### config.mk
export PLATFORM = sky130hd
export DESIGN_NAME = link_cmd_handler
export DESIGN_NICKNAME = d
export VERILOG_FILES = /design/src/hw/link_cmd_handler.v
export VERILOG_INCLUDE_DIRS = /design/src /design/src/hw
export SDC_FILE = /design/constraint.sdc
export NUM_CORES = 1
export LEC_CHECK = 0
export BUFFER_PORTS_ARGS = -buffer_cell sky130_fd_sc_hd__clkbuf_2
export CELL_PAD_IN_SITES_DETAIL_PLACEMENT = 1
export CELL_PAD_IN_SITES_GLOBAL_PLACEMENT = 2
export CORE_MARGIN = 8
export CORE_UTILIZATION = 44
export DETAILED_ROUTE_END_ITERATION = 6
export PLACE_DENSITY = 0.87
export RECOVER_POWER = 50
export SKIP_LAST_GASP = 1
export SYNTH_ARGS = -nofsm -noshare
export SYNTH_HDL_FRONTEND = slang
export SYNTH_SLANG_ARGS = --single-unit
### constraint.sdc
create_clock -name pclk -period 12.93 [get_ports pclk]
set_clock_uncertainty 0.1 [all_clocks]
set_input_delay 1.293 -clock pclk [delete_from_list [all_inputs] [get_ports pclk]]
set_output_delay 1.293 -clock pclk [all_outputs]
set_load 0.02 [all_outputs]
### src/hw/link_cmd_regs.vh
/*
 * Constants for the input link device command handler: opcodes, frame
 * layout, APB register offsets and field positions.
 * Assumes inclusion by bare name from the design file.
 */
`ifndef LINK_CMD_REGS_VH
`define LINK_CMD_REGS_VH
// ----------------------------------------
// Frame layout
// ----------------------------------------
`define FRM_W 12
`define FRM_CMD_BIT 11
`define FRM_ADDR_HI 10
`define FRM_ADDR_LO 8
// ----------------------------------------
// Opcodes
// ----------------------------------------
`define OP_LINK_CLEAR 8'h00
`define OP_ENTER_FORWARD 8'h01
`define OP_ENTER_RETURN 8'h02
`define OP_SOFT_RESET 8'h04
`define OP_AUTO_ADDR_OVF 8'h08
`define OP_TRANSMIT_ERROR 8'hfc
`define OP_CONFIG_ADDR_ERROR 8'hfd
`define OP_HARD_RESET 8'hfe
`define OP_PROHIBITED 8'hff
`define ROOM_MAX 4'hf
// ----------------------------------------
// APB register byte offsets
// ----------------------------------------
`define REG_CTRL 12'h000
`define REG_STATUS 12'h004
`define REG_DATA 12'h008
`define REG_LEN 12'h00c
// CTRL fields
`define CTRL_SUPPORT_BIT 0
`define CTRL_PUSH_BIT 1
// STATUS fields
`define ST_HOLD_BIT 0
`define ST_FWD_BIT 1
`define ST_PEND_BIT 2
`define ST_REPEAT_POLL_CMD_BIT 3
`define ST_ADDR_LO 4
`define REC_DEPTH 15
`endif

### src/hw/link_cmd_handler.v
/*
 * Command handler of an input device on a daisy-chained serial link.
 * Assumes a frame receiver delivering one frame per rx_valid pulse with an
 * error flag, and a transmitter taking frames on tx_valid/tx_ready.
 */
// Functional notes
// - In hold mode, link-clear leaves hold mode and is sent on unchanged.
// - In hold mode, soft-link-reset is executed as normal.
// - In hold mode, all other commands are dropped silently.
// - Outside hold mode, link-clear is simply sent on.
// - Opcodes 30h-FBh: sent on unchanged, whether supported or not.
// - Auto-address 08h: enter hold mode, send config-address-error.
// - Poll with nothing pending: clear repeat buffer, resend poll.
// - Low four bits count frames on link; room is 15 minus count.
// - Pending and room: copy record to repeat buffer, send it, poll plus record length.
// - Repeat-poll with empty buffer: resend the command.
// - Repeat-poll, buffer not empty, room: send buffer then opcode plus buffer length.
// - Repeat-poll without room: resend unchanged, keep buffer.
// - FCh or FDh: enter hold mode and resend the command.
// - FEh or FFh: enter hold mode and send transmit-error.
// - Hard reset is caught inside the link controller itself.
// - Link-clear keeps address and flags, only leaves hold mode.
// - Enter-forward: if addressed to this device, switch to forward mode, then resend.
// - After enter-forward, chain end returns nothing; host sees chain end.
// - Enter-return: if addressed to this device, switch to return mode before resending.
// - Device address lies in 1..7 and selects exactly one device.
// - Parity/framing error: enter hold mode, send transmit-error unless held.
// - In hold mode, data frames are discarded.
// - Soft reset: forward, resend, then return mode and hold mode.
`default_nettype none
`include "link_cmd_regs.vh"
module link_cmd_handler #(
	parameter DEPTH = `REC_DEPTH
) (
	input wire pclk,
	input wire presetn,
	input wire psel,
	input wire penable,
	input wire pwrite,
	input wire [11:0] paddr,
	input wire [31:0] pwdata,
	output reg [31:0] prdata,
	output reg pready,
	output reg pslverr,
	input wire rx_valid,
	input wire [11:0] rx_frame,
	input wire rx_error,
	output reg tx_valid,
	output reg [11:0] tx_frame,
	input wire tx_ready,
	output reg forward_mode,
	output reg startup_hold_mode
);
	// ----------------------------------------
	// State
	// ----------------------------------------
	localparam [3:0] S_IDLE = 4'b0001;
	localparam [3:0] S_SEND = 4'b0010;
	localparam [3:0] S_LAST = 4'b0100;
	localparam [3:0] S_DONE = 4'b1000;
	reg [3:0] state;
	reg [2:0] dev_addr;
	reg support_ext;
	reg [7:0] rec [0:DEPTH-1];
	reg [7:0] rep [0:DEPTH-1];
	reg [3:0] rec_len;
	reg [3:0] rep_len;
	reg [3:0] idx;
	reg from_rep;
	reg [11:0] final_frame;
	reg after_soft; // Soft reset tail pending
	reg [7:0] cmd_count;
	integer i;
	wire cmd = rx_frame[`FRM_CMD_BIT];
	wire [2:0] faddr = rx_frame[`FRM_ADDR_HI:`FRM_ADDR_LO];
	wire [7:0] op = rx_frame[7:0];
	wire hit = (faddr == dev_addr) && (dev_addr != 3'h0);
	// Free room on the link for a given opcode
	function [3:0] room;
		input [7:0] o;
		begin
			room = `ROOM_MAX - o[3:0];
		end
	endfunction
	// Build a command frame with given address and opcode
	function [11:0] cmdf;
		input [2:0] a;
		input [7:0] o;
		begin
			cmdf = {1'b1, a, o};
		end
	endfunction
	// ----------------------------------------
	// APB slave
	// ----------------------------------------
	// Reads are muxed at access start, writes land with the pready edge
	wire apb_acc = psel && penable && !pready;
	wire apb_wr = psel && penable && pready && pwrite;
	// Register write side and read mux
	always @(posedge pclk or negedge presetn) begin
		if (!presetn) begin
			pready <= 1'b0;
			pslverr <= 1'b0;
			prdata <= 32'h00000000;
			support_ext <= 1'b0;
		end else begin
			pready <= apb_acc;
			pslverr <= 1'b0;
			prdata <= 32'h00000000;
			if (apb_wr && paddr == `REG_CTRL)
				support_ext <= pwdata[`CTRL_SUPPORT_BIT];
			if (apb_acc) begin
				case (paddr)
				`REG_CTRL: prdata <= {31'h0, support_ext};
				`REG_STATUS: prdata <= {24'h0, 1'b0, dev_addr,
					rep_len != 4'h0, rec_len != 4'h0,
					forward_mode, startup_hold_mode};
				`REG_DATA: prdata <= 32'h00000000;
				`REG_LEN: prdata <= {20'h0, cmd_count, rec_len};
				default: pslverr <= 1'b1;
				endcase
			end
		end
	end
	// ----------------------------------------
	// Command engine
	// ----------------------------------------
	// Frame handling, record load and transmit sequencing
	always @(posedge pclk or negedge presetn) begin
		if (!presetn) begin
			state <= S_IDLE;
			startup_hold_mode <= 1'b1;
			forward_mode <= 1'b0;
			dev_addr <= 3'h0;
			rec_len <= 4'h0;
			rep_len <= 4'h0;
			idx <= 4'h0;
			from_rep <= 1'b0;
			final_frame <= 12'h000;
			tx_valid <= 1'b0;
			tx_frame <= 12'h000;
			after_soft <= 1'b0;
			cmd_count <= 8'h00;
		end else begin
			// Software appends record bytes while engine idle
			if (apb_wr && paddr == `REG_DATA && state == S_IDLE &&
				rec_len != DEPTH[3:0]) begin
				rec[rec_len] <= pwdata[7:0];
				rec_len <= rec_len + 4'h1;
			end
			case (state)
			S_IDLE: begin
				if (rx_valid) begin
					if (rx_error) begin
						if (!startup_hold_mode) begin
							final_frame <= cmdf(dev_addr,
								`OP_TRANSMIT_ERROR);
							state <= S_LAST;
						end
						startup_hold_mode <= 1'b1;
					end else if (!cmd) begin
						// Data frames unused here; dropped in hold too
						state <= S_IDLE;
					end else if (startup_hold_mode &&
						op == `OP_LINK_CLEAR) begin
						startup_hold_mode <= 1'b0;
						final_frame <= rx_frame;
						state <= S_LAST;
					end else if (startup_hold_mode &&
						op != `OP_SOFT_RESET) begin
						state <= S_IDLE;
					end else begin
						cmd_count <= cmd_count + 8'h01;
						final_frame <= rx_frame;
						state <= S_LAST;
						if (op == `OP_SOFT_RESET) begin
							forward_mode <= 1'b1;
							after_soft <= 1'b1;
						end else if (op == `OP_ENTER_FORWARD) begin
							if (hit)
								forward_mode <= 1'b1;
						end else if (op == `OP_ENTER_RETURN) begin
							if (hit)
								forward_mode <= 1'b0;
						end else if (op == `OP_AUTO_ADDR_OVF) begin
							startup_hold_mode <= 1'b1;
							final_frame <= cmdf(faddr,
								`OP_CONFIG_ADDR_ERROR);
						end else if (op[7:4] == 4'h0 &&
							op[3]) begin
							dev_addr <= op[2:0];
							final_frame <= cmdf(faddr, op + 8'h01);
						end else if (op[7:4] == 4'h1) begin
							if (rec_len == 4'h0) begin
								rep_len <= 4'h0;
							end else if (rec_len <= room(op)) begin
								for (i = 0; i < DEPTH; i = i + 1)
									rep[i] <= rec[i];
								rep_len <= rec_len;
								rec_len <= 4'h0; // Record reported
								from_rep <= 1'b1; // Sent from copy
								idx <= 4'h0;
								final_frame <= cmdf(faddr,
									op + {4'h0, rec_len});
								state <= S_SEND;
							end // else resend unchanged
						end else if (op[7:4] == 4'h2) begin
							if (rep_len != 4'h0 &&
								rep_len <= room(op)) begin
								from_rep <= 1'b1;
								idx <= 4'h0;
								final_frame <= cmdf(faddr,
									op + {4'h0, rep_len});
								state <= S_SEND;
							end // resend, keep buffer
						end else if (op == `OP_TRANSMIT_ERROR ||
							op == `OP_CONFIG_ADDR_ERROR) begin
							startup_hold_mode <= 1'b1;
						end else if (op == `OP_HARD_RESET ||
							op == `OP_PROHIBITED) begin
							startup_hold_mode <= 1'b1;
							final_frame <= cmdf(faddr,
								`OP_TRANSMIT_ERROR);
						end else if (op >= 8'h30 && support_ext) begin
							final_frame <= rx_frame;
						end // link-clear and others resent
					end
				end
			end
			S_SEND: begin
				if (!tx_valid || tx_ready) begin
					tx_valid <= 1'b1;
					tx_frame <= {1'b0, dev_addr,
						from_rep ? rep[idx] : rec[idx]};
					idx <= idx + 4'h1;
					if (idx + 4'h1 == (from_rep ? rep_len : rec_len))
						state <= S_LAST;
				end
			end
			S_LAST: begin
				if (!tx_valid || tx_ready) begin
					tx_valid <= 1'b1;
					tx_frame <= final_frame;
					state <= S_DONE;
				end
			end
			S_DONE: begin
				if (tx_ready) begin
					tx_valid <= 1'b0;
					from_rep <= 1'b0;
					if (after_soft) begin
						forward_mode <= 1'b0;
						startup_hold_mode <= 1'b1;
						after_soft <= 1'b0;
					end
					state <= S_IDLE;
				end
			end
			default: state <= S_IDLE;
			endcase
		end
	end
endmodule // link_cmd_handler
`default_nettype wire

Yosys cells after proc, flatten, opt, wreduce, memory -nomap -nowiden
Memories as Yosys holds them, arrays and structs flattened.
Cells that the tools add are included.
{ "totals": {"inputBits": 64, "n_memories": 2, "output_inout_bits": 49, "regBits": 91, "elab_cells": 294, "ram_bits": 240} }
{ "memory_table": {"columns": ["memory", "words", "width", "read_ports", "rd_clocked_by_memory_dff", "wr", "line", "text"], "rows": [
  ["rec", 15, 8, 16, 0, 1, "link_cmd_handler.v:64", "reg [7:0] rec [0:DEPTH-1];"],
  ["rep", 15, 8, 1, 0, 15, "link_cmd_handler.v:65", "reg [7:0] rep [0:DEPTH-1];"]
]} }
{ "classes": {"order_cmp": 2, "add_sub_neg": 7, "bitwise_logic": 8, "n_eq_ne": 57, "reduce_logical": 47, "mux": 154} }
{ "ops": {"columns": ["op", "count"], "rows": [
  ["4-bit 2-to-1 mux", 50],
  ["8-bit 2-to-1 mux", 13],
  ["12-bit 2-to-1 mux", 7],
  ["1-bit 2-to-1 mux", 70],
  ["12-bit one-hot mux with 3 select lines", 1],
  ["8-bit equality test (second input constant)", 4],
  ["32-bit 2-to-1 mux", 1],
  ["2-bit inequality test (second input constant)", 16],
  ["16-bit AND reduction", 2],
  ["4-bit inequality test (second input constant)", 7],
  ["13-bit AND reduction", 2],
  ["12-bit by 4-bit equality test with 1-bit output (second input constant)", 2],
  ["12-bit one-hot mux with 2 select lines", 1],
  ["11-bit AND reduction", 2],
  ["8-bit by 1-bit adder with 8-bit output (second input constant)", 2],
  ["8-bit by 4-bit adder with 8-bit output", 2],
  ["4-bit one-hot mux with 4 select lines", 1],
  ["1-bit logical AND", 15],
  ["5-bit inequality test (second input constant)", 3],
  ["12-bit by 3-bit equality test with 1-bit output (second input constant)", 1],
  ["12-bit logical NOT", 1],
  ["3-bit 2-to-1 mux", 4],
  ["3-bit inequality test (second input constant)", 4],
  ["6-bit AND reduction", 2],
  ["other kinds (34)", 62]
]} }

Longest topological paths before layout
Gate-level depths: netlist of run 1.
{ "depth": {"ltp_word": 21, "depth_mapped": 10, "mapped_depth_nobuf": 8} }

Least setup slack after synthesis of run 1
No wires, ideal clock.
{ "synth_path": {"kind": "input -> register", "start": "in rx_frame[0]", "end": "mem rep[0][0], enable pin", "path_stages": 9, "arrival_ns": 5.644, "slack_ns": 6.693, "setup_ns": 0.493, "required_time_ns": 12.337, "n_path_buf": 1, "path_cell_list": "inv_1 > ha_1 > clkbuf_2 > nor2b_1 > nand3_4 > a211oi_4 > inv_2 > nor2_1 > and2_1"} }
{ "synth_rtl": {"columns": ["element", "line", "text"], "rows": [
  ["start, declared", "link_cmd_handler.v:46", "input wire [11:0] rx_frame,"],
  ["end, declared", "link_cmd_handler.v:65", null]
]} }

==> flow_summary.toml, run 1 <==
[final_layout]
fin_cells = 1447
fin_util = 0.505
multi_input_area_mm2 = 0.00471
final-seq-area_mm2 = 0.00923
fin_nets = 1110
nFillCells = 3092
post-route-cell-area_mm2 = 0.0160
drive_above_1_share = 0.201
area_growth_pct = 12.5

[clocking]
cts_htree_levels = 2
post_cts_resized = 0
hold_buffers = 0
ctsRootBufferMaster = "clkbuf_16"
postCtsSetupRepairBufs = 0
clock-sinks = 319
clk_path_buf_depth = 3
clk_pin_slew_ns = 0.05
cts-buffers-inserted = 35
cts_tree = "done"
clk_latency_ns = 0.51

[die]
dieArea_mm2 = 0.0383
rows = 65
io_pins = 113
start_util = 0.449
die_w_um = 196
die-height_um = 196
core_mm2 = 0.0316

[sta]
max_freq_mhz = 196
timing.final.crit_share = 0.394
rsz0062_at_grt = "no"
worst_slew_pin_slew_ns = 2.14
setup_viol = 0
hold_violations = 0
hold-worst-slack_ns = 0.340
post-route-min-period_ns = 5.10
slew_viol_final = 76
fin_tns_setup_ns = 0
setup_slack_ns = 7.83
max_slew_margin = -0.427

[place]
post-place-ws_ns = 7.24
port_buffers = 68
gp_congestion = 0.809
hpwl_um = 23800
dp.cells = 1389
place_area_mm2 = 0.0149

[routing]
drtIter0Drc = 440
drtPass1Iterations = 5
final_antenna_net_count = 0
drc = 0
viasPerCell = 5.82
vias = 8421
wl_per_cell_um = 24.5
routed_wl_um = 35400

[pwr]
p_leak_nw = 5.61
ir_drop_v = 0.0000834
total_power_mw = 2.32
pwr_density_cell_mw_per_mm2 = 145

[global_route]
grt_usage = 0.185
grt_pass1_vias = 9268
grt_max_degree = 85
grt_remaining_overflow = 0
grt_pass1_wl_um = 55400
antenna_found_initial = 0

[yosys]
synth_compound_gate_area_share = 0.0775
synth_top_family_by_area = "multiplexers"
synthCells = 952
synth_edf_count = 248
yosysUniqueCellTypes = 78
yosys_warnings = 0
synth_xor_area_frac = 0.0142
async_flop_share = 0.223
synthMuxAreaShare = 0.120
yosys_most_used_dff = "edfxtp_1"
avgSynthCellArea_um2 = 14.9
synth-simple-area-share = 0.0905
ys_seq_area_frac = 0.650
synthesis.area_mm2 = 0.0142
synthAdderAreaFrac = 0.0204
synth.ff_latch_count = 319

[critical_path]
worstPathRequired_ns = 12.96
worstReg2RegStart = "rec_len[3]"
arrival_ns = 5.13
worstSetupPathType = "input port to flop"
start_kind = "input port"
end_kind = "flop"
worstSetupStartpoint = "rx_frame[0]"
rrSetupSlack_ns = 8.68
critPathMaxFanout = 84

[min_path]
holdCritPathClass = "flop to flop"
hp-start = "rec[14][7]"

[status]
failed_checks = "max-capacitance violations, max-slew violations"
outcome = "complete, but fails checks"

[run]
drv_cap = 2
## layout make-up
type / instances / area share
multi-input combinational: 582 / 0.295
clock buffer: 36 / 0.0551
timing repair buffer: 75 / 0.0236
clock inverter: 21 / 0.0146
tap: 402 / 0.0315
inverter: 11 / 0.00258
antenna: 1 / 0.000157
sequential: 319 / 0.578
## synthesized netlist by cell type, drive strengths merged (4+ instances only)
| library cell | number | share of area |
|---|---|---|
| xor2 | 8 | 0.0049 |
| nor2b | 13 | 0.0063 |
| o221ai | 6 | 0.0049 |
| o22ai | 5 | 0.0022 |
| or4 | 4 | 0.0021 |
| nor2 | 59 | 0.016 |
| nand2 | 71 | 0.019 |
| nor4 | 8 | 0.0050 |
| a311oi | 4 | 0.0037 |
| nand2b | 10 | 0.0044 |
| mux2i | 33 | 0.023 |
| a21o | 5 | 0.0026 |
| nand4 | 7 | 0.0031 |
| a31oi | 14 | 0.0062 |
| and2 | 10 | 0.0046 |
| and3 | 13 | 0.0058 |
| clkbuf | 29 | 0.0078 |
| nor3 | 16 | 0.0060 |
| xnor2 | 15 | 0.0092 |
| mux2 | 11 | 0.0092 |
| a21oi | 37 | 0.013 |
| buf | 38 | 0.017 |
| or3 | 8 | 0.0035 |
| edfxtp | 248 | 0.52 |
| dfrtp | 69 | 0.12 |
| mux4 | 55 | 0.087 |
| a211oi | 8 | 0.0051 |
| o211ai | 10 | 0.0053 |
| a221oi | 6 | 0.0037 |
| ha | 20 | 0.018 |
| nand3 | 18 | 0.0072 |
| inv | 11 | 0.0029 |
| o21ai | 34 | 0.012 |
## worst paths after layout
check                      depth (start not counted)      endpoint
setup reg to reg                                   6    rep[12][1]
max in group asynchronous                          2     prdata[3]
hold / removal                                     0    rep[14][7]
setup / recovery                                  10    rep[12][1]
min in group asynchronous                          1  tx_frame[10]
hold reg to reg                                    0    rep[14][7]
## power by group
| part | internal, mW | switching [mW] | total (mW) |
|---|---|---|---|
| sequential | 1.14 | 0.0290 | 1.17 |
| clock | 0.577 | 0.405 | 0.981 |
| combinational | 0.0573 | 0.108 | 0.165 |
## placed cells by master (no fill, tap or decap), types with 4 or more instances in the layout
cell type and n:
bufinv_16 4, o211ai_1 10, mux2_2 8, a211oi_1 7, mux4_2 55, a21oi_1 37, buf_4 6, or4_1 4
nor3_2 5, xnor2_1 15, clkbuf_2 58, nand3_1 17, o22ai_1 5, o221ai_1 5, clkbuf_1 12, nand2_1 71
a21o_1 5, a221oi_1 6, nor4_1 6, clkbuf_16 35, nand4_1 7, and3_1 12, clkinv_2 10, xor2_1 8
dfrtp_1 67, nand2b_1 10, nor2_1 59, inv_1 10, nor3_1 11, nor2b_1 12, edfxtp_1 248, and2_1 8
or3_1 8, ha_1 20, o21ai_0 34, a31oi_1 14, conb_1 28, mux2i_1 33
## critical path: stages
cell and delay (ns):
clkbuf_2 0.21, inv_1 0.22, ha_1 0.37, nor2b_1 0.39, nand3_4 0.14, a211oi_4 0.55
inv_2 0.11, nor2_1 0.31, and2_4 0.54, buf_4 0.93
## sequential cells by signal, summed over array words and instances, names as in the netlist, 3 cells and up
register and count:
state 4, tx_frame 12, idx 4, rep 120, prdata 12, cmd_count 8, dev_addr 3, rec 128
rep_len 4, rec_len 4, final_frame 12
## layer usage
layer	GRT usage	wire length, um
met4	0.0595	984
met3	0.0322	1480
met2	0.306	17200
met5	0	0
met1	0.248	15700
## logic make-up after synthesis
group	after synthesis
buffers and inverters	78
AOI/OAI and AO/OA	159
other	1
muxes	99
and+or+nand+nor	251
adders and majority gates	22
xor gates and xnor gates	23
DFF	319
(Power assumes the default switching activity.)
==> run 2, diff against run 1 <==
--- a/config.mk
+++ b/config.mk
@@ -10,9 +10,9 @@
 export CELL_PAD_IN_SITES_DETAIL_PLACEMENT = 1
 export CELL_PAD_IN_SITES_GLOBAL_PLACEMENT = 2
 export CORE_MARGIN = 8
-export CORE_UTILIZATION = 44
+export CORE_UTILIZATION = 39
 export DETAILED_ROUTE_END_ITERATION = 6
-export PLACE_DENSITY = 0.87
+export PLACE_DENSITY = 0.82
 export RECOVER_POWER = 50
 export SKIP_LAST_GASP = 1
 export SYNTH_ARGS = -nofsm -noshare
==> constraint.sdc (replaced) <==
create_clock -name pclk -period 4.5 [get_ports pclk]
set_clock_uncertainty 0.1 [all_clocks]
set_input_delay 0.45 -clock pclk [delete_from_list [all_inputs] [get_ports pclk]]
set_output_delay 0.45 -clock pclk [all_outputs]
set_load 0.02 [all_outputs]
==> run 2 against run 1 <==
  * The flow still finishes with violations (max-capacitance violations, max-slew violations)
  * Core utilization down 5.5 points
  * Sequential power rose to 2.9 times the previous value
  * Clock-buffer cell count up 10
  * Critical path type unchanged
  * Critical endpoint is now rep[2][3]
==> flow_summary.toml, run 2 (synthesis gave the netlist of run 1 again) <==
[final_layout]
area_growth_pct = 15.0
layout_common_cells = "edfxtp_1, nand2_1, dfrtp_1"
final_common_cell = "edfxtp_1"
drive_above_1_share = 0.209
top_register = "rec"
fin_nets = 1131
reg.largest.list = "rec x128, rep x120"
post-route-cell-area_mm2 = 0.0163
largest_reg_flops = 128

[pwr]
ir_drop_v = 0.000254
p_leak_nw = 5.73
total_power_mw = 6.85
pwr_density_cell_mw_per_mm2 = 419

[clocking]
clk_pin_slew_ns = 0.06
ctsRootBufferMaster = "clkbuf_16"
clock-sinks = 319
cts_htree_levels = 2
cts_tree = "done"
clk_path_buf_depth = 3
cts-buffers-inserted = 36
clk_latency_ns = 0.54
postCtsSetupRepairBufs = 0

[routing]
drc = 0
drtIter0Drc = 478
drtPass1Iterations = 4
wl_per_cell_um = 23.0
vias = 8426
routed_wl_um = 35400
final_antenna_net_count = 0
viasPerCell = 5.47

[critical_path]
critPathMaxFanout = 44
start_kind = "input port"
worstPathRequired_ns = 4.56
slowest_delay_ns = 1.62
crit_family = "buffers and inverters"
path_cells = "dlygate4sd3_1 -> clkbuf_1 -> and2_4 -> buf_4"
crit_path_top_delay_cell = "clkbuf_1"
worstSetupPathType = "input port to flop"
cp_num_buf_inv = 3
end_kind = "flop"
arrival_ns = 3.55

[sta]
slew_viol_final = 41
worst_slew_pin_slew_ns = 2.30
max_freq_mhz = 286
post-route-min-period_ns = 3.49
setup_slack_ns = 1.01
fin_tns_setup_ns = 0
rsz0062_at_grt = "no"
max_slew_margin = -0.534
setup_viol = 0
timing.final.crit_share = 0.776
hold_violations = 0

[die]
dieArea_mm2 = 0.0428
core_mm2 = 0.0363
die-height_um = 207
start_util = 0.392
die_w_um = 207
io_pins = 113
rows = 70

[global_route]
grt_remaining_overflow = 0
grt_max_degree = 77
grt_pass1_vias = 9072
grt_pass1_wl_um = 54500
antenna_found_initial = 0
grt_usage = 0.168

[place]
place_area_mm2 = 0.0151
hpwl_um = 23600
port_buffers = 68
gp_congestion = 0.820
post-place-ws_ns = 0.701

[status]
outcome = "complete, but fails checks"
failed_checks = "max-capacitance violations, max-slew violations"

[run]
drv_cap = 1

[min_path]
holdCritPathClass = "input port to flop"
run 2: changes by cell type in the layout (fill, tap and decap cells not counted), sizes merged, moves of 3 or more:
cell | before | now
buf | 6 | 25
clkinvlp | 0 | 3
clkbuf | 105 | 115
clkinv | 16 | 8
run 2: routing by layer:
layer / up-vias / wire (um) / global-route usage
li1: 3852 / - / -
met1: 4370 / 15700 / 0.221
met2: 151 / 17500 / 0.284
met3: 53 / 1460 / 0.0267
met4: 0 / 742 / 0.0495
met5: - / 0 / 0
run 2: metrics by stage:
step,utilization,hold WS [ns],instances
after floorplan,-,0.0544,979
after global placement,0.417,0.323,1474
after detailed placement,0.417,0.331,1474
after CTS,0.451,0.0901,1539
after global routing,0.450,0.123,1539
final,0.450,0.103,1540
run 2: worst paths after layout:
check	startpoint	end	slack, ns	cells past startpoint
max in group asynchronous	presetn	prdata[8]	1.40	3
min in group asynchronous	presetn	forward_mode	1.04	2
min reg2reg	rec[8][2]	rep[8][2]	0.34	0
max reg2reg	rec_len[3]	rep[2][3]	1.12	6
max	presetn	rep[2][3]	1.01	4
min	penable	pready	0.10	3
run 2: worst register-to-register path, stage by stage (launching register included):
cell and delay, ns:
dfrtp_1 0.67, ha_1 0.44, a21oi_1 0.46, o221ai_4 0.24, nor2_1 0.37, and2_4 0.23, buf_4 0.48
run 2: layout make-up:
| class | instances | area, um2 |
|---|---|---|
| multi-input cells | 582 | 4690 |
| clock inverters | 18 | 246 |
| clock buffers | 46 | 970 |
| flip-flops and latches | 319 | 9230 |
| diodes | 1 | 2.50 |
| inverters | 11 | 41.3 |
| fillers | 3644 | 19900 |
| well taps | 468 | 586 |
| repair buffers | 95 | 569 |
run 2: where the power goes:
group	leakage [nW]	total [mW]	internal, mW	switching [mW]
combinational	2.00	0.473	0.166	0.307
clock	0.583	3.02	1.83	1.19
sequential	3.15	3.36	3.28	0.0858
run 2: timing repair:
action	4_1_cts	5_1_grt
gates resized for setup	0	0
hold buffers	1	0
endpoints found under the hold margin	35	0
